--- config.mk ---
export PLATFORM = sky130hd
export DESIGN_NAME = ckg_clock_ctrl
export DESIGN_NICKNAME = d
export VERILOG_FILES = /design/src/include/ckg_pkg.sv /design/src/include/ckg_cnt_if.sv /design/src/rtl/ckg_down_counter.sv /design/src/rtl/ckg_clock_ctrl.sv
export SDC_FILE = /design/constraint.sdc
export NUM_CORES = 1
export LEC_CHECK = 0
export ABC_CLOCK_PERIOD_IN_PS = 5300
export CORE_UTILIZATION = 30
export DETAILED_ROUTE_END_ITERATION = 7
export DONT_BUFFER_PORTS = 1
export HOLD_SLACK_MARGIN = 0.1
export PLACE_DENSITY = 0.55
export SLEW_MARGIN = 10
export SYNTH_ARGS = -nofsm -noshare
export SYNTH_HDL_FRONTEND = slang
export SYNTH_SLANG_ARGS = --single-unit
--- constraint.sdc ---
create_clock -name clk_sys -period 5.3 [get_ports clk_sys]
set_input_delay 1.325 -clock clk_sys [delete_from_list [all_inputs] [get_ports clk_sys]]
set_output_delay 1.325 -clock clk_sys [all_outputs]
set_load 0.03 [all_outputs]
--- src/include/ckg_pkg.sv ---
// Shared constants and types for the clock generator and master clock block.
package ckg_pkg;

	// Register port widths.
	localparam int CKG_ADDR_W = 8;
	localparam int CKG_DATA_W = 32;

	// Register byte offsets, one aligned word each.
	localparam logic [7:0] CKG_OFS_SC_ENABLE = 8'h00;
	localparam logic [7:0] CKG_OFS_SC_DISABLE = 8'h04;
	localparam logic [7:0] CKG_OFS_SC_STATUS = 8'h08;
	localparam logic [7:0] CKG_OFS_OSC_CTRL = 8'h20;
	localparam logic [7:0] CKG_OFS_FREQ_COUNT = 8'h24;
	localparam logic [7:0] CKG_OFS_PLL_SETUP = 8'h2C;
	localparam logic [7:0] CKG_OFS_MASTER_CLK = 8'h30;
	localparam logic [7:0] CKG_OFS_POWER_STATUS = 8'h68;
	localparam logic [7:0] CKG_OFS_IRQ_MASK = 8'h6C;

	// Field widths.
	localparam int CKG_STARTUP_W = 8;
	localparam int CKG_SETTLE_W = 6;
	localparam int CKG_DIV_W = 8;
	localparam int CKG_MUL_W = 11;
	localparam int CKG_FREQ_W = 16;
	localparam int CKG_MASTER_CLOCK_RATIO_W = 3;
	localparam int CKG_CNT_W = 8;

	// Oscillator control register fields.
	localparam int CKG_MOR_EN_BIT = 0;
	localparam int CKG_MOR_SKIP_BIT = 1;
	localparam int CKG_MOR_CNT_LSB = 8;

	// Frequency count register fields.
	localparam int CKG_MCFR_DONE_BIT = 16;

	// PLL setup register fields.
	localparam int CKG_PLLR_DIV_LSB = 0;
	localparam int CKG_PLLR_CNT_LSB = 8;
	localparam int CKG_PLLR_OUT_LSB = 14;
	localparam int CKG_PLLR_MUL_LSB = 16;
	localparam int CKG_PLLR_USB_LSB = 28;

	// Master clock register fields.
	localparam int CKG_MCKR_CSS_LSB = 0;
	localparam int CKG_MCKR_MASTER_CLOCK_RATIO_LSB = 2;

	// Status, mask and system clock bit positions.
	localparam int CKG_SR_MOSC_BIT = 0;
	localparam int CKG_SR_LOCK_BIT = 2;
	localparam int CKG_SR_MASTER_CLOCK_READY_BIT = 3;
	localparam int CKG_SC_PCK_BIT = 0;
	localparam int CKG_SC_USB_BIT = 7;

	// Clock source select encodings.
	localparam logic [1:0] CKG_SRC_SLOW = 2'h0;
	localparam logic [1:0] CKG_SRC_MAIN = 2'h1;
	localparam logic [1:0] CKG_SRC_PLL = 2'h3;

	// Reset values.
	localparam logic [1:0] CKG_RST_CSS = 2'h0;
	localparam logic [2:0] CKG_RST_MASTER_CLOCK_RATIO = 3'h0;
	localparam logic [7:0] CKG_RST_DIV = 8'h00;
	localparam logic [10:0] CKG_RST_MUL = 11'h000;
	localparam logic [2:0] CKG_RST_IRQ_MASK = 3'h0;

	// Cycle counts.
	localparam logic [2:0] CKG_SLOW_DIV8_LAST = 3'h7;
	localparam logic [3:0] CKG_FREQ_LAST_FALL = 4'hF;
	localparam logic [1:0] CKG_MCK_SETTLE_EDGES = 2'h2;

	// Frequency counter states.
	typedef enum logic [1:0] {CKG_FC_IDLE, CKG_FC_ARM, CKG_FC_RUN, CKG_FC_DONE} ckg_fc_state_t;

endpackage

--- src/include/ckg_cnt_if.sv ---
`timescale 1ns/1ps
// Control and status of one slow-clock down-counter.
interface ckg_cnt_if;
	logic load;
	logic abort;
	logic tick;
	logic [7:0] value;
	logic done;

	// The owner loads and ticks; the counter reports expiry.
	modport ctl (output load, output abort, output tick, output value, input done);
	modport cnt (input load, input abort, input tick, input value, output done);
endinterface

--- src/rtl/ckg_down_counter.sv ---
`timescale 1ns/1ps
// Loadable down-counter that raises a sticky done level when it runs out.
module ckg_down_counter
	import ckg_pkg::*;
(
	input wire logic clk_sys,
	input wire logic arst_n,
	ckg_cnt_if.cnt cif
);

	logic [CKG_CNT_W-1:0] cnt_q; // Remaining ticks.
	logic busy_q; // Counting in progress.
	logic done_q; // Counter has expired.

	// A load restarts the count; a load of zero expires at once.
	// Abort wins over everything so that a disabled source never reports ready.
	always_ff @(posedge clk_sys or negedge arst_n)
	begin
		if (!arst_n)
		begin
			cnt_q <= 8'h00;
			busy_q <= 1'b0;
			done_q <= 1'b0;
		end
		else if (cif.abort)
		begin
			busy_q <= 1'b0;
			done_q <= 1'b0;
		end
		else if (cif.load)
		begin
			cnt_q <= cif.value;
			busy_q <= (cif.value != 8'h00);
			done_q <= (cif.value == 8'h00);
		end
		else if (busy_q && cif.tick)
		begin
			// The tick that takes the count from one to zero ends the wait.
			cnt_q <= cnt_q - 8'h01;
			if (cnt_q == 8'h01)
			begin
				busy_q <= 1'b0;
				done_q <= 1'b1;
			end
		end
	end

	assign cif.done = done_q;

endmodule

--- src/rtl/ckg_clock_ctrl.sv ---
`timescale 1ns/1ps
// Functional notes
// - Slow clock times start-up, frequency count and settle; master ready counts source edges.
// - Reset: oscillator off, slow clock selected.
// - Clearing oscillator enable clears stable flag.
// - Enable write restarts start-up count, slow/8.
// - Start-up count field is eight bits.
// - Count at zero sets stable, may interrupt.
// - Frequency count starts after next slow rise.
// - Sixteenth slow fall stops count, sets done.
// - Input divide accepts one to 255.
// - Divide zero holds PLL output low.
// - PLL output is source times (gain+1)/divide.
// - Gain zero powers PLL down.
// - PLL re-enable or change clears settled flag.
// - Settle counter on slow clock sets settled.
// - Master clock is source over power of two.
// - Master clock write clears ready until established.
// - Processor clock on at reset, woken by interrupts.
// - Processor clock stops after current instruction.
// - Enable/disable writes switch processor clock; status readable.
// - USB clock switched by enable/disable after settle.
// - Reset master clock equals slow clock.
// - Unsettled PLL source falls back to main clock.
module ckg_clock_ctrl
	import ckg_pkg::*;
(
	input wire logic clk_sys,
	input wire logic arst_n,
	input wire logic [CKG_ADDR_W-1:0] reg_addr,
	input wire logic [CKG_DATA_W-1:0] reg_wdata,
	input wire logic reg_wr,
	input wire logic reg_rd,
	output logic [CKG_DATA_W-1:0] reg_rdata_q,
	input wire logic slow_clk_pin,
	input wire logic main_clk_pin,
	input wire logic pll_clk_pin,
	input wire logic instr_done,
	input wire logic wake_irq,
	output logic main_osc_enable_q,
	output logic crystal_skip_q,
	output logic pll_power_q,
	output logic [CKG_DIV_W-1:0] pll_input_ratio_q,
	output logic [CKG_MUL_W-1:0] pll_gain_factor_q,
	output logic [1:0] pll_range_q,
	output logic pll_clock_q,
	output logic master_clock_q,
	output logic master_clock_ready_q,
	output logic processor_clock_en_q,
	output logic usb_device_clock_q,
	output logic irq_q
);

	// True when a strobe hits the given register word.
	function automatic logic hit(input logic strobe, input logic [7:0] addr, input logic [7:0] ofs);
		hit = strobe && (addr == ofs);
	endfunction

	// Synchronisers for the three clock pins: slow, main and PLL in that order.
	logic [2:0] pins;
	logic [2:0] pin_meta_q; // First stage, read only by the second stage.
	logic [2:0] pin_sync_q; // Second stage, safe for logic.
	logic [2:0] pin_prev_q; // Delayed copy for edge detection.
	logic [2:0] pin_rise;
	logic [2:0] pin_fall;

	assign pins = {pll_clk_pin, main_clk_pin, slow_clk_pin};

	// Each pin gets the same two-stage synchroniser and edge detector.
	genvar gi;
	generate
		for (gi = 0; gi < 3; gi++)
		begin : g_sync
			always_ff @(posedge clk_sys or negedge arst_n)
			begin
				if (!arst_n)
				begin
					pin_meta_q[gi] <= 1'b0;
					pin_sync_q[gi] <= 1'b0;
					pin_prev_q[gi] <= 1'b0;
				end
				else
				begin
					pin_meta_q[gi] <= pins[gi];
					pin_sync_q[gi] <= pin_meta_q[gi];
					pin_prev_q[gi] <= pin_sync_q[gi];
				end
			end
			assign pin_rise[gi] = pin_sync_q[gi] && !pin_prev_q[gi];
			assign pin_fall[gi] = !pin_sync_q[gi] && pin_prev_q[gi];
		end
	endgenerate

	// Named views of the synchronised clocks.
	logic slow_rise;
	logic slow_fall;
	logic main_lvl;
	logic main_rise;
	assign slow_rise = pin_rise[0];
	assign slow_fall = pin_fall[0];
	assign main_lvl = pin_sync_q[1];
	assign main_rise = pin_rise[1];

	// Register strobes.
	logic wr_mor;
	logic wr_pllr;
	logic wr_mckr;
	logic wr_scer;
	logic wr_scdr;
	logic wr_imr;
	assign wr_mor = hit(reg_wr, reg_addr, CKG_OFS_OSC_CTRL);
	assign wr_pllr = hit(reg_wr, reg_addr, CKG_OFS_PLL_SETUP);
	assign wr_mckr = hit(reg_wr, reg_addr, CKG_OFS_MASTER_CLK);
	assign wr_scer = hit(reg_wr, reg_addr, CKG_OFS_SC_ENABLE);
	assign wr_scdr = hit(reg_wr, reg_addr, CKG_OFS_SC_DISABLE);
	assign wr_imr = hit(reg_wr, reg_addr, CKG_OFS_IRQ_MASK);

	// Oscillator control register; the oscillator starts disabled.
	logic [CKG_STARTUP_W-1:0] startup_delay_count_q;
	always_ff @(posedge clk_sys or negedge arst_n)
	begin
		if (!arst_n)
		begin
			main_osc_enable_q <= 1'b0;
			crystal_skip_q <= 1'b0;
			startup_delay_count_q <= 8'h00;
		end
		else if (wr_mor)
		begin
			main_osc_enable_q <= reg_wdata[CKG_MOR_EN_BIT];
			// With an external clock software also clears the enable.
			crystal_skip_q <= reg_wdata[CKG_MOR_SKIP_BIT];
			startup_delay_count_q <= reg_wdata[CKG_MOR_CNT_LSB +: CKG_STARTUP_W];
		end
	end

	// The start-up counter ticks once every eight slow clock periods.
	logic [2:0] slow_div8_q;
	always_ff @(posedge clk_sys or negedge arst_n)
	begin
		if (!arst_n)
			slow_div8_q <= 3'h0;
		else if (slow_rise)
			slow_div8_q <= slow_div8_q + 3'h1;
	end

	// Start-up counter: a write with the enable set restarts it.
	ckg_cnt_if osc_cif ();
	assign osc_cif.load = wr_mor && reg_wdata[CKG_MOR_EN_BIT];
	assign osc_cif.abort = wr_mor && !reg_wdata[CKG_MOR_EN_BIT];
	assign osc_cif.tick = slow_rise && (slow_div8_q == CKG_SLOW_DIV8_LAST);
	assign osc_cif.value = reg_wdata[CKG_MOR_CNT_LSB +: CKG_STARTUP_W];

	ckg_down_counter u_osc_cnt (
		.clk_sys(clk_sys),
		.arst_n(arst_n),
		.cif(osc_cif)
	);

	// The expired counter is the stable flag; it drops on abort or a non-zero load.
	logic main_osc_stable;
	assign main_osc_stable = osc_cif.done;

	// Frequency counter. Main clock edges are seen through the 100 MHz sampler,
	// so a main clock above about half of that rate would undercount.
	ckg_fc_state_t fc_state_q;
	logic [CKG_FREQ_W-1:0] crystal_cycle_count_q;
	logic [3:0] fc_fall_q; // Slow falling edges seen so far.
	logic frequency_count_done_q;
	always_ff @(posedge clk_sys or negedge arst_n)
	begin
		if (!arst_n)
		begin
			fc_state_q <= CKG_FC_IDLE;
			crystal_cycle_count_q <= 16'h0000;
			fc_fall_q <= 4'h0;
			frequency_count_done_q <= 1'b0;
		end
		else if (!main_osc_stable)
		begin
			// Oscillator off or restarting: wait for it to become stable again.
			fc_state_q <= CKG_FC_IDLE;
			frequency_count_done_q <= 1'b0;
		end
		else
		begin
			case (fc_state_q)
				CKG_FC_IDLE:
					fc_state_q <= CKG_FC_ARM;
				CKG_FC_ARM:
				begin
					// Counting begins at the next rising slow edge.
					if (slow_rise)
					begin
						fc_state_q <= CKG_FC_RUN;
						crystal_cycle_count_q <= 16'h0000;
						fc_fall_q <= 4'h0;
					end
				end
				CKG_FC_RUN:
				begin
					if (main_rise && crystal_cycle_count_q != 16'hFFFF)
						crystal_cycle_count_q <= crystal_cycle_count_q + 16'h0001;
					if (slow_fall)
					begin
						fc_fall_q <= fc_fall_q + 4'h1;
						if (fc_fall_q == CKG_FREQ_LAST_FALL)
						begin
							fc_state_q <= CKG_FC_DONE;
							frequency_count_done_q <= 1'b1;
						end
					end
				end
				CKG_FC_DONE:
					fc_state_q <= CKG_FC_DONE;
				default:
					fc_state_q <= CKG_FC_IDLE;
			endcase
		end
	end

	// PLL setup register. Divide 1..255 is taken as written; zero stops it.
	logic [CKG_SETTLE_W-1:0] pll_settle_count_q;
	logic [1:0] usb_clock_ratio_q;
	logic pll_restart;
	assign pll_restart = wr_pllr && (reg_wdata[CKG_PLLR_MUL_LSB +: CKG_MUL_W] != 11'h000)
		&& ((reg_wdata[CKG_PLLR_DIV_LSB +: CKG_DIV_W] != pll_input_ratio_q)
		|| (reg_wdata[CKG_PLLR_MUL_LSB +: CKG_MUL_W] != pll_gain_factor_q) || !pll_power_q);
	always_ff @(posedge clk_sys or negedge arst_n)
	begin
		if (!arst_n)
		begin
			pll_input_ratio_q <= CKG_RST_DIV;
			pll_gain_factor_q <= CKG_RST_MUL;
			pll_settle_count_q <= 6'h00;
			pll_range_q <= 2'h0;
			usb_clock_ratio_q <= 2'h0;
			pll_power_q <= 1'b0;
		end
		else if (wr_pllr)
		begin
			pll_input_ratio_q <= reg_wdata[CKG_PLLR_DIV_LSB +: CKG_DIV_W];
			pll_gain_factor_q <= reg_wdata[CKG_PLLR_MUL_LSB +: CKG_MUL_W];
			pll_settle_count_q <= reg_wdata[CKG_PLLR_CNT_LSB +: CKG_SETTLE_W];
			pll_range_q <= reg_wdata[CKG_PLLR_OUT_LSB +: 2];
			usb_clock_ratio_q <= reg_wdata[CKG_PLLR_USB_LSB +: 2];
			// The analog loop is powered only with a non-zero gain.
			pll_power_q <= (reg_wdata[CKG_PLLR_MUL_LSB +: CKG_MUL_W] != 11'h000);
		end
	end

	// Settle counter decrements once per slow clock period.
	ckg_cnt_if pll_cif ();
	assign pll_cif.load = pll_restart;
	assign pll_cif.abort = wr_pllr && (reg_wdata[CKG_PLLR_MUL_LSB +: CKG_MUL_W] == 11'h000);
	assign pll_cif.tick = slow_rise;
	assign pll_cif.value = {2'h0, reg_wdata[CKG_PLLR_CNT_LSB +: CKG_SETTLE_W]};

	ckg_down_counter u_pll_cnt (
		.clk_sys(clk_sys),
		.arst_n(arst_n),
		.cif(pll_cif)
	);

	logic pll_settled;
	assign pll_settled = pll_cif.done;

	// PLL clock path: held low while divide or gain is zero.
	always_ff @(posedge clk_sys or negedge arst_n)
	begin
		if (!arst_n)
			pll_clock_q <= 1'b0;
		else
			pll_clock_q <= pin_sync_q[2] && (pll_input_ratio_q != 8'h00) && pll_power_q;
	end

	// Delayed PLL level for edge detection. The synchroniser's own delayed copy
	// runs in step with pll_clock_q, so it could never show a rise.
	logic pll_prev_q;
	logic pll_rise;
	always_ff @(posedge clk_sys or negedge arst_n)
	begin
		if (!arst_n)
			pll_prev_q <= 1'b0;
		else
			pll_prev_q <= pll_clock_q;
	end
	assign pll_rise = pll_clock_q && !pll_prev_q;

	// Master clock register.
	logic [1:0] clock_source_select_q;
	logic [CKG_MASTER_CLOCK_RATIO_W-1:0] master_clock_ratio_q;
	always_ff @(posedge clk_sys or negedge arst_n)
	begin
		if (!arst_n)
		begin
			clock_source_select_q <= CKG_RST_CSS;
			master_clock_ratio_q <= CKG_RST_MASTER_CLOCK_RATIO;
		end
		else if (wr_mckr)
		begin
			clock_source_select_q <= reg_wdata[CKG_MCKR_CSS_LSB +: 2];
			master_clock_ratio_q <= reg_wdata[CKG_MCKR_MASTER_CLOCK_RATIO_LSB +: CKG_MASTER_CLOCK_RATIO_W];
		end
	end

	// Effective source: an unsettled PLL is replaced by the main clock.
	logic pll_fallback;
	logic [1:0] eff_src;
	logic src_lvl;
	logic src_rise;
	assign pll_fallback = (clock_source_select_q == CKG_SRC_PLL) && !pll_settled;
	assign eff_src = pll_fallback ? CKG_SRC_MAIN : clock_source_select_q;
	always_comb
	begin
		case (eff_src)
			CKG_SRC_MAIN:
			begin
				src_lvl = main_lvl;
				src_rise = main_rise;
			end
			CKG_SRC_PLL:
			begin
				src_lvl = pll_clock_q;
				src_rise = pll_rise;
			end
			default:
			begin
				src_lvl = pin_sync_q[0];
				src_rise = slow_rise;
			end
		endcase
	end

	// Prescaler: bit n-1 of an edge counter divides the source by 2^n.
	logic [5:0] master_clock_ratio_cnt_q;
	logic [2:0] master_clock_ratio_bit;
	assign master_clock_ratio_bit = master_clock_ratio_q - 3'h1;
	always_ff @(posedge clk_sys or negedge arst_n)
	begin
		if (!arst_n)
		begin
			master_clock_ratio_cnt_q <= 6'h00;
			master_clock_q <= 1'b0;
		end
		else
		begin
			if (src_rise)
				master_clock_ratio_cnt_q <= master_clock_ratio_cnt_q + 6'h01;
			// Ratio 0 passes the source through; 1..6 divide by 2 to 64.
			if (master_clock_ratio_q == 3'h0 || master_clock_ratio_q == 3'h7)
				master_clock_q <= src_lvl;
			else
				master_clock_q <= master_clock_ratio_cnt_q[master_clock_ratio_bit];
		end
	end

	// Ready flag: a write starts a wait of two source edges for the new clock.
	logic [1:0] mck_wait_q;
	always_ff @(posedge clk_sys or negedge arst_n)
	begin
		if (!arst_n)
		begin
			mck_wait_q <= 2'h0;
			master_clock_ready_q <= 1'b1;
		end
		else if (wr_mckr)
		begin
			mck_wait_q <= CKG_MCK_SETTLE_EDGES;
			master_clock_ready_q <= 1'b0;
		end
		else if (pll_fallback)
			master_clock_ready_q <= 1'b0;
		else if (mck_wait_q != 2'h0)
		begin
			if (src_rise)
				mck_wait_q <= mck_wait_q - 2'h1;
		end
		else
			master_clock_ready_q <= 1'b1;
	end

	// Processor clock: a disable waits for the instruction boundary.
	// A wake-up wins over a pending or fresh disable so that no interrupt is lost.
	logic pck_stop_pend_q;
	always_ff @(posedge clk_sys or negedge arst_n)
	begin
		if (!arst_n)
		begin
			processor_clock_en_q <= 1'b1;
			pck_stop_pend_q <= 1'b0;
		end
		else if (wake_irq || (wr_scer && reg_wdata[CKG_SC_PCK_BIT]))
		begin
			processor_clock_en_q <= 1'b1;
			pck_stop_pend_q <= 1'b0;
		end
		else if (wr_scdr && reg_wdata[CKG_SC_PCK_BIT])
			pck_stop_pend_q <= processor_clock_en_q;
		else if (pck_stop_pend_q && instr_done)
		begin
			processor_clock_en_q <= 1'b0;
			pck_stop_pend_q <= 1'b0;
		end
	end

	// USB clock enable, honoured only once the PLL has settled.
	logic usb_en_q;
	always_ff @(posedge clk_sys or negedge arst_n)
	begin
		if (!arst_n)
			usb_en_q <= 1'b0;
		else if (wr_scdr && reg_wdata[CKG_SC_USB_BIT])
			usb_en_q <= 1'b0;
		else if (wr_scer && reg_wdata[CKG_SC_USB_BIT] && pll_settled)
			usb_en_q <= 1'b1;
	end

	// USB clock: the PLL clock divided by 1, 2 or 4.
	logic [1:0] usb_div_q;
	always_ff @(posedge clk_sys or negedge arst_n)
	begin
		if (!arst_n)
		begin
			usb_div_q <= 2'h0;
			usb_device_clock_q <= 1'b0;
		end
		else
		begin
			if (pll_rise)
				usb_div_q <= usb_div_q + 2'h1;
			if (!usb_en_q)
				usb_device_clock_q <= 1'b0;
			else if (usb_clock_ratio_q == 2'h0)
				usb_device_clock_q <= pll_clock_q;
			else if (usb_clock_ratio_q == 2'h1)
				usb_device_clock_q <= usb_div_q[0];
			else
				usb_device_clock_q <= usb_div_q[1];
		end
	end

	// Interrupt mask and combined level request.
	logic [2:0] irq_mask_q;
	logic [2:0] status_flags;
	assign status_flags = {master_clock_ready_q, pll_settled, main_osc_stable};
	always_ff @(posedge clk_sys or negedge arst_n)
	begin
		if (!arst_n)
		begin
			irq_mask_q <= CKG_RST_IRQ_MASK;
			irq_q <= 1'b0;
		end
		else
		begin
			if (wr_imr)
				irq_mask_q <= {reg_wdata[CKG_SR_MASTER_CLOCK_READY_BIT], reg_wdata[CKG_SR_LOCK_BIT], reg_wdata[CKG_SR_MOSC_BIT]};
			irq_q <= |(status_flags & irq_mask_q);
		end
	end

	// Read data stand for one cycle after the read strobe, zero otherwise.
	always_ff @(posedge clk_sys or negedge arst_n)
	begin
		if (!arst_n)
			reg_rdata_q <= 32'h00000000;
		else
		begin
			reg_rdata_q <= 32'h00000000;
			if (hit(reg_rd, reg_addr, CKG_OFS_OSC_CTRL))
			begin
				reg_rdata_q[CKG_MOR_EN_BIT] <= main_osc_enable_q;
				reg_rdata_q[CKG_MOR_SKIP_BIT] <= crystal_skip_q;
				reg_rdata_q[CKG_MOR_CNT_LSB +: CKG_STARTUP_W] <= startup_delay_count_q;
			end
			else if (hit(reg_rd, reg_addr, CKG_OFS_FREQ_COUNT))
			begin
				reg_rdata_q[CKG_FREQ_W-1:0] <= crystal_cycle_count_q;
				reg_rdata_q[CKG_MCFR_DONE_BIT] <= frequency_count_done_q;
			end
			else if (hit(reg_rd, reg_addr, CKG_OFS_PLL_SETUP))
			begin
				reg_rdata_q[CKG_PLLR_DIV_LSB +: CKG_DIV_W] <= pll_input_ratio_q;
				reg_rdata_q[CKG_PLLR_CNT_LSB +: CKG_SETTLE_W] <= pll_settle_count_q;
				reg_rdata_q[CKG_PLLR_OUT_LSB +: 2] <= pll_range_q;
				reg_rdata_q[CKG_PLLR_MUL_LSB +: CKG_MUL_W] <= pll_gain_factor_q;
				reg_rdata_q[CKG_PLLR_USB_LSB +: 2] <= usb_clock_ratio_q;
			end
			else if (hit(reg_rd, reg_addr, CKG_OFS_MASTER_CLK))
			begin
				reg_rdata_q[CKG_MCKR_CSS_LSB +: 2] <= clock_source_select_q;
				reg_rdata_q[CKG_MCKR_MASTER_CLOCK_RATIO_LSB +: CKG_MASTER_CLOCK_RATIO_W] <= master_clock_ratio_q;
			end
			else if (hit(reg_rd, reg_addr, CKG_OFS_SC_STATUS))
			begin
				reg_rdata_q[CKG_SC_PCK_BIT] <= processor_clock_en_q;
				reg_rdata_q[CKG_SC_USB_BIT] <= usb_en_q;
			end
			else if (hit(reg_rd, reg_addr, CKG_OFS_POWER_STATUS))
			begin
				reg_rdata_q[CKG_SR_MOSC_BIT] <= main_osc_stable;
				reg_rdata_q[CKG_SR_LOCK_BIT] <= pll_settled;
				reg_rdata_q[CKG_SR_MASTER_CLOCK_READY_BIT] <= master_clock_ready_q;
			end
			else if (hit(reg_rd, reg_addr, CKG_OFS_IRQ_MASK))
			begin
				reg_rdata_q[CKG_SR_MOSC_BIT] <= irq_mask_q[0];
				reg_rdata_q[CKG_SR_LOCK_BIT] <= irq_mask_q[1];
				reg_rdata_q[CKG_SR_MASTER_CLOCK_READY_BIT] <= irq_mask_q[2];
			end
		end
	end

endmodule

Word-level counts from Yosys, hierarchy flattened
Index checks and enable logic that the tools add are counted.

Register bits after elaboration: 150. Word-level logic and storage cells: 256.

Add/subtract/negate cells: 9. Magnitude comparators: 1. Eq/ne operators: 35. Multiplexer cells: 83. Bitwise gates (word level): 3. Reduce and logical (&&, ||, !) cells: 81.

Operators by type and width (count): 1-bit two-way mux (44); 8-bit two-way mux (5); 2-bit two-way mux (18); 1-bit logical AND (35); 8-bit by 6-bit equality test with 1-bit output, second input constant (4); 16-bit two-way mux (2); 16-bit case mux with 2 select lines (1); 8-bit zero test (3); 8-bit nonzero test (3); 19-bit two-way mux (1); 17-bit two-way mux (1); 16-bit by 1-bit adder with 16-bit output, second input constant (1); 8-bit by 1-bit equality test with 1-bit output, second input constant (2); 8-bit by 7-bit equality test with 1-bit output, second input constant (2); 16-bit != test, second input constant (1); 2-bit != test, second input constant (8); 2-bit nonzero test (8); 8-bit by 1-bit subtractor with 8-bit output, second input constant (2); 3-bit nonzero test (5); 3-bit != test, second input constant (4); 11-bit zero test (1); 11-bit two-way mux (1); 11-bit != test (1); 11-bit nonzero test (1); other kinds (32) (58).

Longest topological paths before layout
Gate-level depths: netlist of run 1.

Word-level depth: 9. Gate-level depth with buffers: 9. Mapped depth without buffers: 7.

By module
From an unflattened synthesis of run 1, not the netlist that was laid out.

Cells, all modules: 700. Area, all modules: 7663.6 sq um.

Modules (own cells, without submodules): ckg_clock_ctrl (times used 1, cells each 550, area each 6297.3 sq um, seq. area each 3255.6 sq um); ckg_down_counter (times used 2, cells each 75, area each 683.2 sq um, seq. area each 250.2 sq um).

Worst setup path after synthesis of run 1
Ideal clock, no wire load.

Path type: input -> register. Start point: input reg_wdata[24]. End point: register u_pll_cnt.cnt_q[4]. Setup time: 131 ps. Data arrival time: 2646 ps. Setup slack: 2523 ps. Cell stages on the path: 6. Cells stage by stage: xnor2_1 -> nand4_1 -> or4b_4 -> or2_4 -> a41oi_1 -> nand3_1.

Cells in the longest elaborated chain, start to end: 6. Elaborated cells on any way between the ends: 12. Those cells by class: eq/ne (1); mux (1); bitwise (1); reduce/logical (9).

Ends and longest elaborated chain: start, declared (line ckg_clock_ctrl.sv:31) `input wire logic [CKG_DATA_W-1:0] reg_wdata,`; 11-bit != test (line ckg_clock_ctrl.sv:228) `|| (reg_wdata[CKG_PLLR_MUL_LSB +: CKG_MUL_W] != pll_gain_factor_q) || !pll_power_q);`; 1-bit logical OR (2 in series) (line ckg_clock_ctrl.sv:228); 1-bit logical AND (line ckg_clock_ctrl.sv:227) `&& ((reg_wdata[CKG_PLLR_DIV_LSB +: CKG_DIV_W] != pll_input_ratio_q)`; 2-bit nonzero test (no source line); 2-bit AND reduction (no source line); end signal, assigned (line ckg_down_counter.sv:32) `cnt_q <= cif.value;`; end signal, assigned (line ckg_down_counter.sv:39) `cnt_q <= cnt_q - 8'h01;`; end, declared (line ckg_down_counter.sv:11) `logic [CKG_CNT_W-1:0] cnt_q;`.

Parallel ways exist; a longest one is shown, timed or not. A chain may end at the register's enable or synchronous reset.

Worst setup path after layout of run 1
Start point: input reg_addr[4]. End point: register u_osc_cnt.cnt_q[3].

Cells in the longest elaborated chain, start to end: 5. Elaborated cells on any way between the ends: 8. Those cells by class: eq/ne (1); mux (1); bitwise (1); reduce/logical (5).

Ends and longest elaborated chain: start, declared (line ckg_clock_ctrl.sv:30) `input wire logic [CKG_ADDR_W-1:0] reg_addr,`; 8-bit by 6-bit equality test with 1-bit output (*) (line ckg_clock_ctrl.sv:56) `hit = strobe && (addr == ofs);`; 1-bit logical AND (*) (line ckg_clock_ctrl.sv:56); 1-bit logical AND (on tied branches) (line ckg_clock_ctrl.sv:149, ckg_clock_ctrl.sv:150); 2-bit nonzero test (no source line) / 1-bit NOT (equally long branches); 2-bit AND reduction (no source line); end signal, assigned (line ckg_down_counter.sv:32); end signal, assigned (line ckg_down_counter.sv:39); end, declared (line ckg_down_counter.sv:11).

Mark *: on every way between the ends. The rest lies on a longest branch, timed or not.

==> metrics.txt, run 1 <==
Final setup viols 0; IO buf count 0; detailed-router iteration count before antenna repair 5; placed cells 1,037; CTS resizes 0; Avg Inst Size Synth 9.769 um2; CP arrival 3.50 ns; Max Clk Rate 0.3145 GHz; Slew HR 20.28%; final-report hold violation count 0; final cell utilization of the core 34.42%; crit-path leading delay family simple AND/OR/NAND/NOR gates; PwrDens 363.8 mW/mm2; sequential share of the synthesized area 51.68%; CP required 5.62 ns; status complete, no violations; min Tclk post-route 3.180 ns; CTS Buf Count 17; Yosys top cell area share 50.96%; postcts setup bufs 0; share of layout cells above drive strength 1 9.067%; Synth Warn # 0; synth top area cells dfrtp_1 (51%), nand2_1 (9.1%), xor2_1 (3.4%), nor2_1 (2.5%), ha_1 (2.1%); Synth Register Bits 150; Clock transition at path regs 0.07 ns; die height 157.7 um; GP Congestion 0.8319; Rows 56; Detailed Place HPWL 14,060 um; pre-CTS setup slack 1.661 ns; aggregate routed wire length 19,840 um; core outline area 0.02361 mm2; via count 5,478; CTS tree done; CP peak stage delay 0.66 ns; starting density of the core 30.78%; Total Power 2.957 mW; final slew viol count 0; io pins 111; Routed Antenna Nets 0; DR iter-0 viols 467; largest net degree at the start of global routing 151; Final nets 798; # clock sinks 150; startpoint types primary input; Worst Tran Pin Value 1.185 ns; gr usage total 16.78%; Post-synth EDFFs 0; # DRC 0; CP Class primary input to flip-flop; Synth Cell Area 0.007268 mm2; Max Root-Sink Buffers 2; crit share post-route 59.99%; Hold Path Class flip-flop to flip-flop; Sum Neg Setup Slack 0 ns; grt total ovfl 0; wire per inst 18.54 um; CP endpoint kind flip-flop; WP buf/inv 0; final worst setup slack 2.120 ns; Design Area, Final 0.008128 mm2; Max Cap Viol 0; hold_buf cts 0; Worst-Skew Late Latency 0.43 ns; Layout Cells excl Fill 1,070; vias in the first global route 5,173; count leader, synth nand2_1; crit-path cells nor4b_4, and3_1, nand2_2, o21ai_2, o21ai_0, a22o_1; vias per inst 5.120; Netlist cell types 71; Synth Flop Type dfrtp_1; placed cell areas 0.007542 mm2; first-pass GRT wire length 30,900 um; initial antenna violation count 0; die area 0.02485 mm2; CP Max Fanout 15; H-tree depth 4; metal2 WL 9108 um; Top Layer Used met4; clock root buffer master clkbuf_16; post-synthesis instance total 744; Slowest cell on crit path and3_1; met1 WL 8915 um; RSZ-0062 raised after global routing false; Hold WS 0.3494 ns; top cells by count, synth nand2_1 (176), dfrtp_1 (148), nor2_1 (48); Clock Skew 0.01137 ns; async set or reset register ratio after synthesis 100.0%; Synth area leader dfrtp_1; Die Wd 157.7 um; Pleak 3.790 nW; met3 routed WL 1410 um; Worst R2R Setup Slack 2.78 ns; maximum vdd ir drop 0.1689 mV; area delta synth->final 11.83%
[report_power, final]
part	internal, mW	switching (mW)	total (mW)
Combinational	0.159	0.157	0.315
Sequential	1.27	0.168	1.44
Clock	0.715	0.489	1.20
[routing by layer]
layer	track usage, %	up-vias
met5	0	-
met4	6.103	0
met3	5.448	28
met2	25.30	168
met1	22.34	2723
li1	-	2559
[path summary, 6_finish.rpt]
kind	from	to	depth (start not counted)
max in group asynchronous	arst_n	processor_clock_en_q	0
max	reg_addr[4]	u_osc_cnt.cnt_q[3]	6
max reg2reg	u_osc_cnt.cif.done	crystal_cycle_count_q[13]	6
min in group asynchronous	arst_n	mck_wait_q[0]	0
min reg2reg	pin_meta_q[1]	main_lvl	0
min	pin_meta_q[1]	main_lvl	0
[logic make-up after synthesis]
| logic type | after synthesis | synth area share, % |
|---|---|---|
| AOI/OAI and AO/OA | 93 | 8.246 |
| xor gates and xnor gates | 47 | 5.974 |
| adders and majority gates | 12 | 2.066 |
| buffers and inverters | 49 | 3.116 |
| DFF | 150 | 51.68 |
| muxes | 24 | 3.667 |
| other | 1 | 0.05159 |
| and+or+nand+nor | 368 | 25.20 |
[area by class of cell]
class / instances / area [um2]
Antenna cell: 1 / 2.502
Clock buffer: 20 / 456.7
Clock inverter: 12 / 126.4
Fill cell: 2425 / 15480
Inverter: 17 / 63.81
Multi-Input combinational cell: 547 / 3293
Sequential cell: 150 / 3756
Tap cell: 319 / 399.1
Timing Repair Buffer: 4 / 30.03
[layout by cell type (no fill, tap or decap), types with 3 or more instances in the layout]
master	Yosys	routed
nand4_1	16	16
clkinvlp_4	0	5
inv_1	17	17
nor4_1	15	15
and2_1	18	18
nand2_1	176	176
o21ai_0	25	25
o22ai_1	4	4
a21oi_1	23	23
nand3b_1	4	4
mux2i_1	12	12
o21ai_1	4	4
buf_4	9	4
nand2b_1	5	5
nor2_1	48	48
nor3_1	18	18
mux2_2	10	10
xor2_1	28	28
a32oi_1	3	3
a22o_1	4	4
and3_1	8	8
xnor2_1	16	16
o211ai_1	4	4
ha_1	12	12
conb_1	1	3
or3_1	3	3
a31oi_1	3	3
and4_1	4	4
nand3_1	22	22
clkinv_2	0	4
clkbuf_16	0	17
dfrtp_1	148	148
a22oi_1	5	5
xnor2_2	3	3
or4_1	4	4
[sequential cells by signal, summed over array words and instances, names as in the netlist, 6 cells and up]
name                      flops
crystal_cycle_count_q        16
pll_input_ratio_q             8
master_clock_ratio_cnt_q      6
pll_settle_count_q            6
reg_rdata_q                  29
startup_delay_count_q         8
u_osc_cnt.cnt_q               8
u_pll_cnt.cnt_q               8
pll_gain_factor_q            11
Power figures use the tool's default switching activity.
==> run 2: changes to the inputs <==
--- a/config.mk
+++ b/config.mk
@@ -5,7 +5,7 @@
 export SDC_FILE = /design/constraint.sdc
 export NUM_CORES = 1
 export LEC_CHECK = 0
-export ABC_CLOCK_PERIOD_IN_PS = 5300
+export ABC_CLOCK_PERIOD_IN_PS = 3100
 export CORE_UTILIZATION = 30
 export DETAILED_ROUTE_END_ITERATION = 7
 export DONT_BUFFER_PORTS = 1
==> constraint.sdc (replaced) <==
create_clock -name clk_sys -period 3.1 [get_ports clk_sys]
set_input_delay 0.775 -clock clk_sys [delete_from_list [all_inputs] [get_ports clk_sys]]
set_output_delay 0.775 -clock clk_sys [all_outputs]
set_load 0.03 [all_outputs]
==> run 2 against run 1 <==
  * First-iteration DRC count is 2.1% higher
  * Worst hold slack worse by 0.30 ns
  * Global-route usage is 0.31 points higher
  * Register-to-register slack worse by 2.1 ns
  * Cell count is 1.2% higher
  * Clock skew hardly changed
  * Largest cell class unchanged
==> metrics.txt, run 2 (synthesis gave the netlist of run 1 again) <==
CP required 3.38 ns (was 5.62 ns); io pins 111 (unchanged); Final setup viols 0 (unchanged); final slew viol count 0 (unchanged); DR iter-0 viols 477 (was 467); CP endpoint kind flip-flop (unchanged); CTS tree done (unchanged); placed cell areas 0.007647 mm2 (was 0.007542 mm2); most used routing layer met2 (unchanged); Hold WS 0.04475 ns (was 0.3494 ns); Final nets 812 (was 798); worst reg2reg path endpoint crystal_cycle_count_q[8] (was crystal_cycle_count_q[13]); Routed Antenna Nets 0 (unchanged); status complete, no violations (unchanged); die area 0.02485 mm2 (unchanged); detailed-router iteration count before antenna repair 4 (was 5); Sum Neg Setup Slack 0 ns (unchanged); GRT met3 Usage 5.886% (was 5.448%); ANT cells 0 (was 1); H-tree depth 4 (unchanged); wire per inst 18.45 um (was 18.54 um); R2R cell count 7 (was 6); startpoint types flip-flop (was primary input); Rows 56 (unchanged); grt total ovfl 0 (unchanged); area delta synth->final 13.58% (was 11.83%); Pleak 3.874 nW (was 3.790 nW); clock root buffer master clkbuf_16 (unchanged); Clock transition at path regs 0.07 ns (about the same); maximum vdd ir drop 0.3042 mV (was 0.1689 mV); IO buf count 0 (unchanged); CP Max Fanout 10 (was 15); final worst setup slack 0.7275 ns (was 2.120 ns); Design Area, Final 0.008255 mm2 (was 0.008128 mm2); most frequent cells in the layout nand2_1 (176), dfrtp_1 (148), nor2_1 (48) (unchanged); PwrDens 624.7 mW/mm2 (was 363.8 mW/mm2); M1 GR Usage 22.47% (was 22.34%); RSZ-0062 raised after global routing false (unchanged); Hold Path Class primary input to async pin (was flip-flop to flip-flop); CP arrival 2.65 ns (was 3.50 ns); Slew HR 53.38% (was 20.28%); Worst-Skew Late Latency 0.44 ns (was 0.43 ns); min Tclk post-route 2.373 ns; starting density of the core 30.78% (unchanged); final-report hold violation count 0 (unchanged); CP Class flip-flop to flip-flop (was primary input to flip-flop); die height 157.7 um (unchanged); initial antenna violation count 0 (unchanged); core outline area 0.02361 mm2 (unchanged); CTS resizes 0 (unchanged); crit share post-route 76.53%; largest registers reg_rdata_q x29, crystal_cycle_count_q x16, pll_gain_factor_q x11 (unchanged); GP Congestion 0.8345 (was 0.8319); via count 5,409 (was 5,478); # DRC 0 (unchanged); final cell utilization of the core 34.96% (was 34.42%); commonest non-fill, non-tap cell in the layout nand2_1 (unchanged); largest net degree at the start of global routing 151 (unchanged); Max Root-Sink Buffers 2 (unchanged); vias in the first global route 5,218 (was 5,173); pre-CTS setup slack 0.4888 ns (was 1.661 ns); Top reg by flops reg_rdata_q (unchanged); first-pass GRT wire length 31,440 um (was 30,900 um); Worst R2R Setup Slack 0.73 ns (was 2.78 ns); gr usage total 17.09% (was 16.78%); # clock sinks 150 (unchanged); max FFs per register 29 (unchanged); Die Wd 157.7 um (unchanged); Worst Tran Pin Value 0.6956 ns (was 1.185 ns); aggregate routed wire length 19,980 um (was 19,840 um); share of layout cells above drive strength 1 10.60% (was 9.067%); Clock Skew 0.01166 ns (was 0.01137 ns); met2 Usage GRT 26.35% (was 25.30%); origin of the critical flop-to-flop path u_osc_cnt.cif.done (unchanged); Detailed Place HPWL 14,440 um (was 14,060 um); CTS Buf Count 17 (unchanged); Max Clk Rate 0.4215 GHz; postcts setup bufs 0 (unchanged); Max Cap Viol 0 (unchanged); vias per inst 4.994 (was 5.120)
## run 2: power by group
part,leakage (nW),internal [mW],switching [mW]
sequential,1.96,2.17,0.280
combinational,1.63,0.280,0.277
clock,0.286,1.31,0.840
## run 2: worst max-delay path, cell delays in order, from the launching register on
cell,delay (ns)
dfrtp_1,0.56
inv_1,0.19
or3b_1,0.49
o21ai_1,0.42
buf_4,0.24
nand4_1,0.11
xor2_1,0.16
nor2_1,0.06
## run 2: worst max path at each step
stage / startpoint / to / slack (ns)
finish: u_osc_cnt.cif.done / crystal_cycle_count_q[8] / 0.73
global route: u_osc_cnt.cif.done / crystal_cycle_count_q[8] / 0.61
CTS: u_osc_cnt.cif.done / crystal_cycle_count_q[8] / 0.77
detailed placement: reg_addr[4] / u_osc_cnt.cnt_q[3] / 0.49
global placement: reg_addr[4] / u_osc_cnt.cnt_q[3] / 0.52
floorplan: reg_wdata[24] / u_pll_cnt.cnt_q[4] / 0.87
## run 2: final cells by class
| cell class | count | area [um2] |
|---|---|---|
| clock buffer | 21 | 460.4 |
| clock inverter | 11 | 147.6 |
| fill | 2418 | 15360 |
| inverter | 17 | 63.81 |
| multi-input combinational | 547 | 3293 |
| sequential | 150 | 3756 |
| tap | 319 | 399.1 |
| timing repair buffer | 18 | 135.1 |
## run 2: per-stage QoR
step           total power [mW]  std cells
6_report                  5.157       1083
5_1_grt                   5.390       1083
4_1_cts                   5.203       1083
3_5_place_dp              3.033       1051
3_3_place_gp              3.013       1051
2_1_floorplan             2.885        746
## run 2: layer usage
metal | part of all wire (%) | wire (um) | vias up
met5 | 0 | 0 | -
met4 | 1.4 | 285 | 0
met3 | 6.6 | 1311 | 22
met2 | 46 | 9210 | 110
met1 | 46 | 9171 | 2690
li1 | - | - | 2587
